`src/logic/msr_pkg.sv`:
```
`default_nettype none
package msr_pkg;

   // ----------------------------------------------------------------
   // Register offsets on the serial register port.
   // ----------------------------------------------------------------
   localparam logic [7:0] OFS_WM_STATUS = 8'h39;
   localparam logic [7:0] OFS_GYRO_X_HIGH = 8'h43;
   localparam logic [7:0] OFS_GYRO_X_LOW = 8'h44;
   localparam logic [7:0] OFS_GYRO_Y_HIGH = 8'h45;
   localparam logic [7:0] OFS_GYRO_Y_LOW = 8'h46;
   localparam logic [7:0] OFS_GYRO_Z_HIGH = 8'h47;
   localparam logic [7:0] OFS_GYRO_Z_LOW = 8'h48;
   localparam logic [7:0] OFS_FACTORY_ST_X = 8'h50;
   localparam logic [7:0] OFS_FACTORY_ST_Y = 8'h51;
   localparam logic [7:0] OFS_FACTORY_ST_Z = 8'h52;
   localparam logic [7:0] OFS_WM_THRESH_HIGH = 8'h60;
   localparam logic [7:0] OFS_WM_THRESH_LOW = 8'h61;
   localparam logic [7:0] OFS_PATH_RESET = 8'h68;
   localparam logic [7:0] OFS_MOTION_CTRL = 8'h69;
   localparam logic [7:0] OFS_FIFO_DATA = 8'h74;

   // ----------------------------------------------------------------
   // Field positions and widths.
   // ----------------------------------------------------------------
   localparam int WM_FLAG_BIT = 6;
   localparam int THR_W = 10;
   localparam int PATH_RST_ACCEL_BIT = 1;
   localparam int PATH_RST_TEMP_BIT = 0;
   localparam int MOT_EN_BIT = 7;
   localparam int MOT_COMPARE_BIT = 6;
   localparam int MOT_UNLIMIT_BIT = 1;
   localparam int MOT_COMBINE_BIT = 0;
   localparam logic [7:0] MOT_CTRL_MASK = 8'hC3;

   // ----------------------------------------------------------------
   // Reset values and limits.
   // ----------------------------------------------------------------
   localparam logic [7:0] THR_RESET = 8'h00;
   localparam logic [7:0] MOT_CTRL_RESET = 8'h00;
   localparam logic [15:0] RATE_LIMIT = 16'h7FFF;
   localparam logic [15:0] RATE_LIMITED = 16'h7FFE;

   // ----------------------------------------------------------------
   // Timing: interrupt pulse width.
   // ----------------------------------------------------------------
   localparam int unsigned CLK_MHZ = 125;
   localparam int unsigned WM_PULSE_US = 50;
   localparam int unsigned WM_PULSE_CYC = WM_PULSE_US * CLK_MHZ;
   localparam int PULSE_CNT_W = 16;

   // Interrupt pin sequencer states.
   typedef enum logic [2:0]
   {
      PIN_IDLE = 3'b001,
      PIN_PULSE = 3'b010,
      PIN_HOLD = 3'b100
   } msr_pin_state_t;

endpackage
`default_nettype wire

```
`src/logic/msr_wm_if.sv`:
```
`default_nettype none
interface msr_wm_if;
   import msr_pkg::*;

   // Threshold, level and read activity from the register bank.
   logic [THR_W-1:0] thr;
   logic [15:0] count;
   logic data_rd;
   logic xfer_end;
   logic latch_mode;
   // Status and pin back from the watermark engine.
   logic flag;
   logic pin;

   modport engine (input thr, count, data_rd, xfer_end, latch_mode, output flag, pin);
   modport ctrl (output thr, count, data_rd, xfer_end, latch_mode, input flag, pin);
endinterface
`default_nettype wire

```
`src/logic/msr_wm.sv`:
```
`default_nettype none
module msr_wm
   import msr_pkg::*;
#(
   parameter int unsigned PULSE_CYC = WM_PULSE_CYC
)
(
   // Clock and reset.
   input wire logic clk_sys,
   input wire logic arst_n,
   // Link to the register bank.
   msr_wm_if.engine wm
);

   typedef struct packed {
      logic in_read;
      logic flag;
      logic pin;
      msr_pin_state_t pst;
      logic [PULSE_CNT_W-1:0] cnt;
   } msr_wm_st_t;

   msr_wm_st_t st_r;
   msr_wm_st_t st_nxt;
   logic reading;
   logic first_rd;
   logic above;
   logic trig;

   // ----------------------------------------------------------------
   // Watermark detection and interrupt pin sequencing.
   // ----------------------------------------------------------------

   // A read window runs from the first data byte to the end of the transfer.
   always_comb
   begin
      st_nxt = st_r;
      reading = st_r.in_read | wm.data_rd;
      first_rd = wm.data_rd & ~st_r.in_read;
      above = (wm.thr != '0) && (wm.count >= {6'h00, wm.thr});
      trig = above & ~reading & ~st_r.flag;
      st_nxt.in_read = reading & ~wm.xfer_end;
      // Only the first data read clears; a fresh trigger cannot coincide with it.
      if (trig)
      begin
         st_nxt.flag = 1'b1;
      end
      else if (first_rd)
      begin
         st_nxt.flag = 1'b0;
      end
      case (st_r.pst)
         PIN_IDLE:
         begin
            if (trig && wm.latch_mode)
            begin
               st_nxt.pst = PIN_HOLD;
               st_nxt.pin = 1'b1;
            end
            else if (trig)
            begin
               st_nxt.pst = PIN_PULSE;
               st_nxt.pin = 1'b1;
               st_nxt.cnt = PULSE_CNT_W'(PULSE_CYC - 1);
            end
         end
         PIN_PULSE:
         begin
            // A retrigger during a pulse restarts it rather than being lost.
            if (trig)
            begin
               st_nxt.cnt = PULSE_CNT_W'(PULSE_CYC - 1);
            end
            else if (st_r.cnt == '0)
            begin
               st_nxt.pst = PIN_IDLE;
               st_nxt.pin = 1'b0;
            end
            else
            begin
               st_nxt.cnt = st_r.cnt - 1'b1;
            end
         end
         PIN_HOLD:
         begin
            if (first_rd)
            begin
               st_nxt.pst = PIN_IDLE;
               st_nxt.pin = 1'b0;
            end
         end
         default:
         begin
            st_nxt.pst = PIN_IDLE;
            st_nxt.pin = 1'b0;
         end
      endcase
   end

   // State register.
   always_ff @(posedge clk_sys or negedge arst_n)
   begin
      if (!arst_n)
      begin
         st_r <= '{in_read: 1'b0, flag: 1'b0, pin: 1'b0, pst: PIN_IDLE, cnt: '0};
      end
      else
      begin
         st_r <= st_nxt;
      end
   end

   assign wm.flag = st_r.flag;
   assign wm.pin = st_r.pin;

endmodule // msr_wm
`default_nettype wire

```
`src/logic/msr_regs.sv`:
```
`default_nettype none
module msr_regs
   import msr_pkg::*;
#(
   parameter int unsigned PULSE_CYC = WM_PULSE_CYC
)
(
   // Clock and reset.
   input wire logic clk_sys,
   input wire logic arst_n,
   // Register access from the serial interface engine.
   input wire logic [7:0] reg_addr,
   input wire logic reg_wr,
   input wire logic [7:0] reg_wdata,
   input wire logic reg_rd,
   input wire logic xfer_end,
   output logic [7:0] reg_rdata,
   output logic reg_rvalid,
   // Gyro datapath, already scaled to counts.
   input wire logic sample_valid,
   input wire logic [15:0] rate_x_in,
   input wire logic [15:0] rate_y_in,
   input wire logic [15:0] rate_z_in,
   // Factory self-test values from one-time storage.
   input wire logic [7:0] x_factory_test_value,
   input wire logic [7:0] y_factory_test_value,
   input wire logic [7:0] z_factory_test_value,
   // FIFO storage side.
   input wire logic [15:0] fifo_count,
   input wire logic [7:0] fifo_rdata,
   output logic fifo_pop,
   // Interrupt pin.
   input wire logic int_latch_mode,
   output logic int_pin,
   // Signal path resets.
   output logic accel_path_reset,
   output logic temp_path_reset,
   // Wake-on-motion.
   input wire logic [2:0] axis_over,
   input wire logic [2:0] axis_enable,
   output logic motion_detect_enable,
   output logic motion_compare_mode,
   output logic output_unlimit,
   output logic motion_axis_combine,
   output logic motion_event
);

   typedef struct packed {
      // The latest rate words are kept here.
      logic [15:0] rate_x_word;
      logic [15:0] rate_y_word;
      logic [15:0] rate_z_word;
      // Self-test copies and the marker of their first load.
      logic st_loaded;
      logic [7:0] st_x;
      logic [7:0] st_y;
      logic [7:0] st_z;
      // The threshold is stored as the two halves of the bus.
      logic [1:0] thr_high;
      logic [7:0] thr_low;
      // Motion control bits and the path reset pulses.
      logic [7:0] mot_ctrl;
      logic accel_rst;
      logic temp_rst;
      // The read answer and the queue pop.
      logic [7:0] rdata;
      logic rvalid;
      logic pop;
      // The registered motion decision.
      logic motion;
   } msr_regs_st_t;

   msr_regs_st_t st_r;
   msr_regs_st_t st_nxt;
   logic data_rd;

   msr_wm_if wm_if ();

   // ----------------------------------------------------------------
   // Helper functions.
   // ----------------------------------------------------------------

   // Without the unlimit bit a full positive word is pulled one count down.
   function automatic logic [15:0] limit_rate(input logic [15:0] w, input logic unlim);
      if (!unlim && w == RATE_LIMIT)
      begin
         limit_rate = RATE_LIMITED;
      end
      else
      begin
         limit_rate = w;
      end
   endfunction

   // Combine per-axis threshold hits across the enabled axes.
   // An AND over no enabled axis stays low rather than firing on nothing.
   function automatic logic combine_axes(input logic [2:0] hit, input logic [2:0] en,
                                         input logic use_and);
      if (use_and)
      begin
         combine_axes = (|en) && (&(hit | ~en));
      end
      else
      begin
         combine_axes = |(hit & en);
      end
   endfunction

   // ----------------------------------------------------------------
   // Watermark engine.
   // ----------------------------------------------------------------

   // Any read of the queue data offset counts as a data read.
   assign data_rd = reg_rd && (reg_addr == OFS_FIFO_DATA);

   // The threshold and read activity go to the engine straight from the bank.
   assign wm_if.thr = {st_r.thr_high, st_r.thr_low};
   assign wm_if.count = fifo_count;
   assign wm_if.data_rd = data_rd;
   assign wm_if.xfer_end = xfer_end;
   assign wm_if.latch_mode = int_latch_mode;

   // The engine owns the flag and the pin; the bank only reads them back.
   msr_wm #(
      .PULSE_CYC(PULSE_CYC)
   ) u_wm (
      .clk_sys(clk_sys),
      .arst_n(arst_n),
      .wm(wm_if.engine)
   );

   // ----------------------------------------------------------------
   // Register bank next state.
   // ----------------------------------------------------------------

   always_comb
   begin
      st_nxt = st_r;
      // Strobes default low; only a request in this cycle raises them.
      st_nxt.accel_rst = 1'b0;
      st_nxt.temp_rst = 1'b0;
      st_nxt.rvalid = reg_rd;
      st_nxt.pop = data_rd;

      // Self-test values are copied in once after reset, then software owns them.
      if (!st_r.st_loaded)
      begin
         st_nxt.st_loaded = 1'b1;
         st_nxt.st_x = x_factory_test_value;
         st_nxt.st_y = y_factory_test_value;
         st_nxt.st_z = z_factory_test_value;
      end

      // Scaling lives in the datapath; the bank only applies the output limit.
      if (sample_valid)
      begin
         st_nxt.rate_x_word = limit_rate(rate_x_in, st_r.mot_ctrl[MOT_UNLIMIT_BIT]);
         st_nxt.rate_y_word = limit_rate(rate_y_in, st_r.mot_ctrl[MOT_UNLIMIT_BIT]);
         st_nxt.rate_z_word = limit_rate(rate_z_in, st_r.mot_ctrl[MOT_UNLIMIT_BIT]);
      end

      // Register writes; read-only offsets and unmapped offsets are ignored.
      if (reg_wr)
      begin
         case (reg_addr)
            // Software may overwrite the self-test copies.
            OFS_FACTORY_ST_X: st_nxt.st_x = reg_wdata;
            OFS_FACTORY_ST_Y: st_nxt.st_y = reg_wdata;
            OFS_FACTORY_ST_Z: st_nxt.st_z = reg_wdata;
            // The threshold arrives as two halves.
            OFS_WM_THRESH_HIGH: st_nxt.thr_high = reg_wdata[1:0];
            OFS_WM_THRESH_LOW: st_nxt.thr_low = reg_wdata;
            OFS_PATH_RESET:
            begin
               // Path resets leave the sensor words alone.
               st_nxt.accel_rst = reg_wdata[PATH_RST_ACCEL_BIT];
               st_nxt.temp_rst = reg_wdata[PATH_RST_TEMP_BIT];
            end
            OFS_MOTION_CTRL:
            begin
               // Reserved bits are dropped so they read back as zero.
               st_nxt.mot_ctrl = reg_wdata & MOT_CTRL_MASK;
            end
            default:
            begin
               // Read-only and unmapped offsets change nothing.
               st_nxt.mot_ctrl = st_r.mot_ctrl;
            end
         endcase
      end

      // Read data; status reads have no side effect on the watermark flag.
      if (reg_rd)
      begin
         case (reg_addr)
            // Status and rate words.
            OFS_WM_STATUS: st_nxt.rdata = 8'(wm_if.flag) << WM_FLAG_BIT;
            OFS_GYRO_X_HIGH: st_nxt.rdata = st_r.rate_x_word[15:8];
            OFS_GYRO_X_LOW: st_nxt.rdata = st_r.rate_x_word[7:0];
            OFS_GYRO_Y_HIGH: st_nxt.rdata = st_r.rate_y_word[15:8];
            OFS_GYRO_Y_LOW: st_nxt.rdata = st_r.rate_y_word[7:0];
            OFS_GYRO_Z_HIGH: st_nxt.rdata = st_r.rate_z_word[15:8];
            OFS_GYRO_Z_LOW: st_nxt.rdata = st_r.rate_z_word[7:0];
            // Stored settings read back as stored; the unkept high threshold bits 7:2 read as zero.
            OFS_FACTORY_ST_X: st_nxt.rdata = st_r.st_x;
            OFS_FACTORY_ST_Y: st_nxt.rdata = st_r.st_y;
            OFS_FACTORY_ST_Z: st_nxt.rdata = st_r.st_z;
            OFS_WM_THRESH_HIGH: st_nxt.rdata = {6'h00, st_r.thr_high};
            OFS_WM_THRESH_LOW: st_nxt.rdata = st_r.thr_low;
            // Path reset bits are pulses, so they read as zero.
            OFS_PATH_RESET: st_nxt.rdata = 8'h00;
            OFS_MOTION_CTRL: st_nxt.rdata = st_r.mot_ctrl;
            // The queue byte comes straight from storage.
            OFS_FIFO_DATA: st_nxt.rdata = fifo_rdata;
            default: st_nxt.rdata = 8'h00;
         endcase
      end

      // Motion decision is only produced while detection is enabled.
      // Axis hits are taken as levels; edge finding is left to the datapath.
      st_nxt.motion = st_r.mot_ctrl[MOT_EN_BIT] && st_r.mot_ctrl[MOT_COMPARE_BIT]
                      && combine_axes(axis_over, axis_enable,
                                      st_r.mot_ctrl[MOT_COMBINE_BIT]);
   end

   // ----------------------------------------------------------------
   // State register.
   // ----------------------------------------------------------------

   always_ff @(posedge clk_sys or negedge arst_n)
   begin
      if (!arst_n)
      begin
         st_r <= '{
            rate_x_word: '0,
            rate_y_word: '0,
            rate_z_word: '0,
            st_loaded: 1'b0,
            st_x: '0,
            st_y: '0,
            st_z: '0,
            thr_high: THR_RESET[1:0],
            thr_low: THR_RESET,
            mot_ctrl: MOT_CTRL_RESET,
            accel_rst: 1'b0,
            temp_rst: 1'b0,
            rdata: '0,
            rvalid: 1'b0,
            pop: 1'b0,
            motion: 1'b0
         };
      end
      else
      begin
         st_r <= st_nxt;
      end
   end

   // ----------------------------------------------------------------
   // Outputs, all from flip-flops.
   // ----------------------------------------------------------------

   // Bus answer and queue pop.
   assign reg_rdata = st_r.rdata;
   assign reg_rvalid = st_r.rvalid;
   assign fifo_pop = st_r.pop;

   // The interrupt pin is a flop inside the engine.
   assign int_pin = wm_if.pin;

   // Path reset pulses.
   assign accel_path_reset = st_r.accel_rst;
   assign temp_path_reset = st_r.temp_rst;

   // Motion control copies and decision.
   assign motion_detect_enable = st_r.mot_ctrl[MOT_EN_BIT];
   assign motion_compare_mode = st_r.mot_ctrl[MOT_COMPARE_BIT];
   assign output_unlimit = st_r.mot_ctrl[MOT_UNLIMIT_BIT];
   assign motion_axis_combine = st_r.mot_ctrl[MOT_COMBINE_BIT];
   assign motion_event = st_r.motion;

endmodule // msr_regs
`default_nettype wire

```
`config.mk`:
```
export PLATFORM = sky130hd
export DESIGN_NAME = msr_regs
export DESIGN_NICKNAME = d
export VERILOG_FILES = /design/src/logic/msr_pkg.sv /design/src/logic/msr_wm_if.sv /design/src/logic/msr_wm.sv /design/src/logic/msr_regs.sv
export SDC_FILE = /design/constraint.sdc
export NUM_CORES = 1
export LEC_CHECK = 0
export ABC_AREA = 1
export BUFFER_PORTS_ARGS = -buffer_cell sky130_fd_sc_hd__buf_2
export CAP_MARGIN = 40
export CELL_PAD_IN_SITES_DETAIL_PLACEMENT = 0
export CELL_PAD_IN_SITES_GLOBAL_PLACEMENT = 1
export CORE_UTILIZATION = 43
export CTS_CLUSTER_SIZE = 25
export DETAILED_ROUTE_END_ITERATION = 6
export GPL_TIMING_DRIVEN = 0
export PLACE_DENSITY = 0.94
export SYNTH_ARGS = -nofsm -noshare
export SYNTH_HDL_FRONTEND = slang
export SYNTH_SLANG_ARGS = --single-unit
```
`constraint.sdc`:
```
create_clock -name clk_sys -period 3.65 [get_ports clk_sys]
set_input_delay 0 -clock clk_sys [delete_from_list [all_inputs] [get_ports clk_sys]]
set_output_delay 0 -clock clk_sys [all_outputs]
set_load 0.005 [all_outputs]
```
Word-level counts from Yosys, hierarchy flattened
Cells that the tools add are included.
{"block": "classes", "add_sub_neg": 1, "order_cmp": 1, "eq_ne": 28, "muxes": 26, "n_bitwise": 12, "n_reduce_logical": 22}
{"op": "$eq A8 B7 Y1 const B", "n": 14}
{"op": "$pmux W8 S14", "n": 1}
{"op": "$mux W16", "n": 6}
{"op": "$eq A16 B15 Y1 const B", "n": 3}
{"op": "$mux W44", "n": 1}
{"op": "$mux W8", "n": 5}
{"op": "$pmux W16 S2", "n": 1}
{"op": "$mux W24", "n": 1}
{"op": "$mux W20", "n": 1}
{"op": "$ge A16 B10 Y1", "n": 1}
{"op": "$logic_not A16 Y1", "n": 1}
{"op": "$mux W4", "n": 4}
{"op": "$sub A16 B1 Y16 const B", "n": 1}
{"op": "$pmux W4 S3", "n": 1}
{"op": "$reduce_bool A10 Y1", "n": 1}
{"op": "$logic_and A1 B1 Y1", "n": 9}
{"op": "$eq A8 B6 Y1 const B", "n": 1}
{"op": "$reduce_and A4 Y1", "n": 2}
{"op": "$ne A2 B1 Y1 const B", "n": 3}
{"op": "$reduce_and A2 Y1", "n": 3}
{"op": "$reduce_or A3 Y1", "n": 2}
{"op": "$and A1 B1 Y1", "n": 4}
{"op": "$mux W2", "n": 2}
{"op": "$ne A2 B2 Y1 const B", "n": 2}
{"op": "other kinds (14)", "n": 20}
{"block": "totals", "regBits": 122, "input_bits": 125, "output_inout_bits": 18, "wordCells": 111}

Longest topological paths before layout
{"block": "depth", "depth_word": 9, "ltp_mapped": 18, "mapped_depth_nobuf": 17}

Cells and area by module
Synthesis repeated with hierarchy kept, for this count alone.
{"block": "unflattened", "hier_cells": 910, "area_unflattened_um2": 6892.9}
{"module": "msr_regs", "n_inst": 1, "cells_per_inst": 671, "area_per_inst_um2": 5203.7, "seq_area_each_um2": 2502.4}
{"module": "msr_wm", "n_inst": 1, "cells_per_inst": 239, "area_per_inst_um2": 1689.1, "seq_area_each_um2": 551.8}

Worst setup path before layout
No wires, ideal clock.
{"block": "synth_timing", "path_type": "reg2reg", "startpoint": "register st_r[24] (netlist bit)", "endpoint": "register u_wm.st_r[9] (netlist bit)", "setup_time_ns": 0.116, "t_arrival_ns": 1.742, "required_ns": 3.534, "slack_ns": 1.792, "stages_incl_launch_ff": 17, "path_buffers": 1, "period_less_slack_ns": 1.858, "path_cell_list": "dfrtp_1 -> inv_1 -> ha_1 -> nand2_1 -> nor2_1 -> nor2_1 -> nand2_1 -> nand2_1 -> nand2_1 -> nand2_1 -> nand2_1 -> nand2_4 -> o21ai_2 -> nand3_2 -> buf_4 -> nand2_1 -> nand2_1"}
{"block": "synth_via", "elab_chain_cells": 7, "word_cells_on_any_way": 12, "cone_classes": "order compare (1); eq/ne (3); mux (2); bitwise (2); reduce/logical (4)"}
{"item": "start: declaration", "line": "msr_regs.sv:73", "source": "msr_regs_st_t st_r;"}
{"item": "start signal: assignment", "line": "msr_regs.sv:234", "source": "st_r <= '{"}
{"item": "start signal: assignment", "line": "msr_regs.sv:255", "source": "st_r <= st_nxt;"}
{"item": "$ge A16 B10 Y1 or $reduce_bool A10 Y1 (tied branches)", "line": "msr_wm.sv:40", "source": "above = (wm.thr != '0) && (wm.count >= {6'h00, wm.thr});"}
{"item": "$logic_and A1 B1 Y1 (*)", "line": "msr_wm.sv:40"}
{"item": "$and A1 B1 Y1 (*) (2 in a row)", "line": "msr_wm.sv:41", "source": "trig = above & ~reading & ~st_r.flag;"}
{"item": "$logic_and A1 B1 Y1", "line": "msr_wm.sv:55", "source": "if (trig && wm.latch_mode)"}
{"item": "$ne A2 B2 Y1 (no source line)"}
{"item": "$reduce_and A4 Y1 (no source line)"}
{"item": "end signal: assignment", "line": "msr_wm.sv:105", "source": "st_r <= '{in_read: 1'b0, flag: 1'b0, pin: 1'b0, pst: PIN_IDLE, cnt: '0};"}
{"item": "end signal: assignment", "line": "msr_wm.sv:109", "source": "st_r <= st_nxt;"}
{"item": "end: declaration", "line": "msr_wm.sv:23", "source": "msr_wm_st_t st_r;"}
Mark *: on every way between the ends. The rest lies on a longest branch, timed or not.
A chain may end at the register's enable or synchronous reset.

==> results_tabular.tex <==
\begin{tabular}{lr}
\hline
Metric & Value \\
\hline
\multicolumn{2}{l}{\textbf{Status}} \\
Outcome & finished, final reports clean \\
\multicolumn{2}{l}{\textbf{Floorplan}} \\
Rows & 45 \\
Placeable Area & 15100 sq um \\
DIE WIDTH & 126 um \\
Die Area & 16000 sq um \\
Top Ports & 143 \\
Die Span Y & 126 um \\
Initial standard-cell utilization of the core & 43.9\% \\
\multicolumn{2}{l}{\textbf{Routing}} \\
First DRT Iteration DRCs & 552 \\
Post-detailed-route count of antenna-violating nets & 0 \\
Final WL & 21000 um \\
Avg Vias per Cell & 5.11 \\
Average wire per cell in the routed design & 16.2 um \\
Total via count in the routed design & 6638 \\
Number of iterations in the first detailed-routing pass & 5 \\
Number of design rule violations left after detail routing & 0 \\
\multicolumn{2}{l}{\textbf{Clock tree}} \\
Insertion delay to the later sink of the worst-skew pair & 0.42 ns \\
Number of resized instances in the post-cts repair step & 0 \\
Number of buffers inserted during clock tree synthesis & 17 \\
TritonCTS clock tree & done \\
Clk sink count & 122 \\
Max clock buf depth & 2 \\
Clock root buffer master & sky130\_fd\_sc\_hd\_\_clkbuf\_16 \\
Clock Pin Slew Worst Setup and Hold Paths & 0.06 ns \\
Number of H-tree levels & 4 \\
\multicolumn{2}{l}{\textbf{Synthesis}} \\
Sequential element share of the synthesized area & 45.9\% \\
Leading cell type by number of instances after synthesis & sky130\_fd\_sc\_hd\_\_nand2\_1 \\
Share of the synthesized area in the top cell type & 45.5\% \\
Yosys warning total & 0 \\
Synth Register Bits & 122 \\
Async set-or-reset flop fraction in the synthesized netlist & 100\% \\
Mapped Nets & 980 \\
Leading post-synthesis cells by instance count & sky130\_fd\_sc\_hd\_\_nand2\_1, sky130\_fd\_sc\_hd\_\_dfrtp\_1, sky130\_fd\_sc\_hd\_\_inv\_1, sky130\_fd\_sc\_hd\_\_o21ai\_0, sky130\_fd\_sc\_hd\_\_nor2\_1 \\
Top cells by area in the synthesized netlist & sky130\_fd\_sc\_hd\_\_dfrtp\_1, sky130\_fd\_sc\_hd\_\_nand2\_1, sky130\_fd\_sc\_hd\_\_o21ai\_0 \\
Mapped Area & 6650 sq um \\
Count of different cell masters after synthesis & 46 \\
Post-Synthesis Cells & 844 \\
Avg Cell Area, Syn & 7.88 sq um \\
Commonest register cell after synthesis & sky130\_fd\_sc\_hd\_\_dfrtp\_1 \\
Post-synth top area cell & sky130\_fd\_sc\_hd\_\_dfrtp\_1 \\
Number of flops mapped to enable cells by yosys & 0 \\
\multicolumn{2}{l}{\textbf{Global routing}} \\
Met1 layer usage reported by global route & 35.7\% \\
Total track usage & 27.3\% \\
Number of antenna violations at the first check in global routing & 0 \\
Gr busiest metal & met2 \\
Number of global-route vias before repair & 6502 \\
Largest net degree at the start of global routing & 86 \\
Met2 usage in global routing & 45.2\% \\
First-pass GRT wire length & 33100 um \\
Routing usage on met3 & 6.07\% \\
Remaining Overflow, GRT & 0 \\
\multicolumn{2}{l}{\textbf{Timing}} \\
Unrepaired setup endpoints after global routing & false \\
Crit share post-route & 68.9\% \\
Final critical delay including setup and external delays & 2.52 ns \\
Transition at the pin with the smallest max-transition slack & 0.749 ns \\
Maximum clock skew at final layout & 0.00648 ns \\
Relative slew slack & 50.1\% \\
\# setup viols final & 0 \\
Max Clk Rate & 398 MHz \\
Sum of negative setup slack & 0 ns \\
Final Hold Fails & 0 \\
Final count of pins violating max slew & 0 \\
\multicolumn{2}{l}{\textbf{Setup path}} \\
Critical path class & primary input to register \\
Delay contributed by the slowest stage of the critical path & 0.61 ns \\
Kind of capture point of the worst setup path & register \\
Setup slack, reg-to-reg & 1.48 ns \\
Most common cell type on the critical path & sky130\_fd\_sc\_hd\_\_dlygate4sd3\_1 \\
Crit-path max FO & 2 \\
Required arrival time at the worst endpoint & 4.01 ns \\
CP Launch Type & primary input \\
Data arrival time of the worst path & 2.87 ns \\
Slowest stage cell, crit path & sky130\_fd\_sc\_hd\_\_dlygate4sd3\_1 \\
Cells along the critical path & dlygate4sd3\_1, buf\_2, nand2\_1, dlygate4sd3\_1, o221ai\_1, dlygate4sd3\_1, a2111oi\_0, dlygate4sd3\_1 \\
\multicolumn{2}{l}{\textbf{Layout}} \\
Growth of design area from synthesis to finish & 38.1\% \\
Layout cells sized above 1 & 21.7\% \\
Nets & 1233 \\
Antenna diodes & 0 \\
Post-route cell area & 9180 sq um \\
\multicolumn{2}{l}{\textbf{Pwr}} \\
Worst voltage drop across the vdd grid & 0.339 mV \\
Leak & 4.61 nW \\
Cell Pwr Density & 480 nW/um\^{}2 \\
\multicolumn{2}{l}{\textbf{Placed design}} \\
Final RePlAce weighted congestion & 0.913 \\
Buffers on Ports & 141 \\
Sum of net half-perimeters after detailed placement & 14900 um \\
Cell area reported after detailed placement & 7620 sq um \\
\multicolumn{2}{l}{\textbf{Flow run}} \\
Max-cap viol count & 0 \\
\multicolumn{2}{l}{\textbf{Hold path}} \\
Kind of path behind the tightest hold check & primary input to asynchronous set/reset pin \\
\hline
\end{tabular}
[through the flow]
stage / power (mW) / util, % / hold WS, ns / setup WS, ns / std cells
after CTS: 4.41 / 60.6 / 0.0377 / 1.20 / 1298
final: 4.40 / 60.6 / 0.0439 / 1.13 / 1298
after global placement: 2.50 / 50.1 / 0.137 / 0.964 / 1173
after floorplan: 2.22 / - / -0.296 / 1.79 / 844
after detailed placement: 2.53 / 50.3 / -0.0756 / 1.48 / 1174
after global routing: 4.61 / 60.6 / 0.0749 / 0.991 / 1298
[routing by layer]
metal,wire (um),vias to the layer above
met4,418,0
met5,0,-
met3,1360,36
li1,-,3254
met1,9340,3086
met2,9840,262
[layout by cell type (no fill, tap or decap), types with 8 or more instances in the layout]
master                          netlist  routed
sky130_fd_sc_hd__nor2_1              68      68
sky130_fd_sc_hd__ha_1                11      11
sky130_fd_sc_hd__a21oi_1             21      21
sky130_fd_sc_hd__o21ai_0             88      88
sky130_fd_sc_hd__o22ai_1             13      13
sky130_fd_sc_hd__nor3_1              15      15
sky130_fd_sc_hd__nand2_1            227     227
sky130_fd_sc_hd__mux2_2              24      24
sky130_fd_sc_hd__inv_1              104     104
sky130_fd_sc_hd__buf_2                6     146
sky130_fd_sc_hd__clkbuf_16            0      17
sky130_fd_sc_hd__dfrtp_1            121     121
sky130_fd_sc_hd__nand3_1             35      35
sky130_fd_sc_hd__dlygate4sd3_1        0      92
sky130_fd_sc_hd__mux2i_1              8       8
sky130_fd_sc_hd__nand4_1             22      22
sky130_fd_sc_hd__buf_4                9       9
sky130_fd_sc_hd__clkbuf_1            14      15
[logic make-up (layout without fill, tap and decap cells)]
| group | after synthesis | count (layout) | synth area share [%] |
|---|---|---|---|
| other | 1 | 1 | 0.0564 |
| XOR/XNOR | 6 | 6 | 0.791 |
| multiplexers | 32 | 32 | 5.27 |
| AND/OR/NAND/NOR | 394 | 394 | 25.8 |
| flip-flops | 122 | 122 | 45.9 |
| AO/OA/AOI/OAI | 139 | 139 | 11.4 |
| buffers and inverters | 139 | 405 | 8.58 |
| adder cells (fa/ha/maj) | 11 | 11 | 2.07 |
[state kept, by name, summed over array words and instances (netlist names)]
name                  flops
accel_path_reset          1
fifo_pop                  1
motion_axis_combine       1
motion_compare_mode       1
motion_detect_enable      1
motion_event              1
output_unlimit            1
reg_rdata                 8
reg_rvalid                1
st_r                     83
temp_path_reset           1
u_wm.st_r                20
u_wm.wm.flag              1
u_wm.wm.pin               1
[final timing paths]
path                       cells past startpoint                startpoint                   endpoint
min                                            2                    arst_n       st_r[67]$_DFFE_PN0P_
max in group asynchronous                      3                    arst_n  u_wm.st_r[16]$_DFFE_PN1P_
max                                            8            axis_enable[1]     motion_event$_DFF_PN0_
min reg2reg                                    2  u_wm.st_r[0]$_DFFE_PN0P_   u_wm.st_r[0]$_DFFE_PN0P_
min in group clk_sys                           5               reg_addr[5]         fifo_pop$_DFF_PN0_
max reg2reg                                   13      st_r[28]$_DFFE_PN0P_   u_wm.st_r[9]$_DFFE_PN0P_
[power breakdown]
| group | total (mW) | internal (mW) | switching (mW) |
|---|---|---|---|
| Clock | 1.81 | 1.19 | 0.617 |
| Sequential | 1.62 | 1.52 | 0.0997 |
| Combinational | 0.977 | 0.398 | 0.579 |
| Total | 4.40 | 3.11 | 1.30 |
[critical path: cells and delay by family]
kind | cells | cell delay, ns
buffers and inverters | 5 | 2.37
AO/OA/AOI/OAI | 2 | 0.45
AND/OR/NAND/NOR | 1 | 0.05
[layout make-up]
type | count | area (sq um)
tap | 188 | 235
clock inverter | 11 | 168
multi-input combinational | 583 | 3020
inverter | 109 | 409
buffer | 30 | 161
sequential | 122 | 3050
clock buffer | 21 | 470
timing repair buffer | 234 | 1660
fill | 1346 | 5960
[repair_timing]
item,in CTS,in global routing
hold buffers,92,0
endpoints found under the hold margin,213,0
setup buffers,0,0
Note: power is estimated with default switching activity, not from simulation.
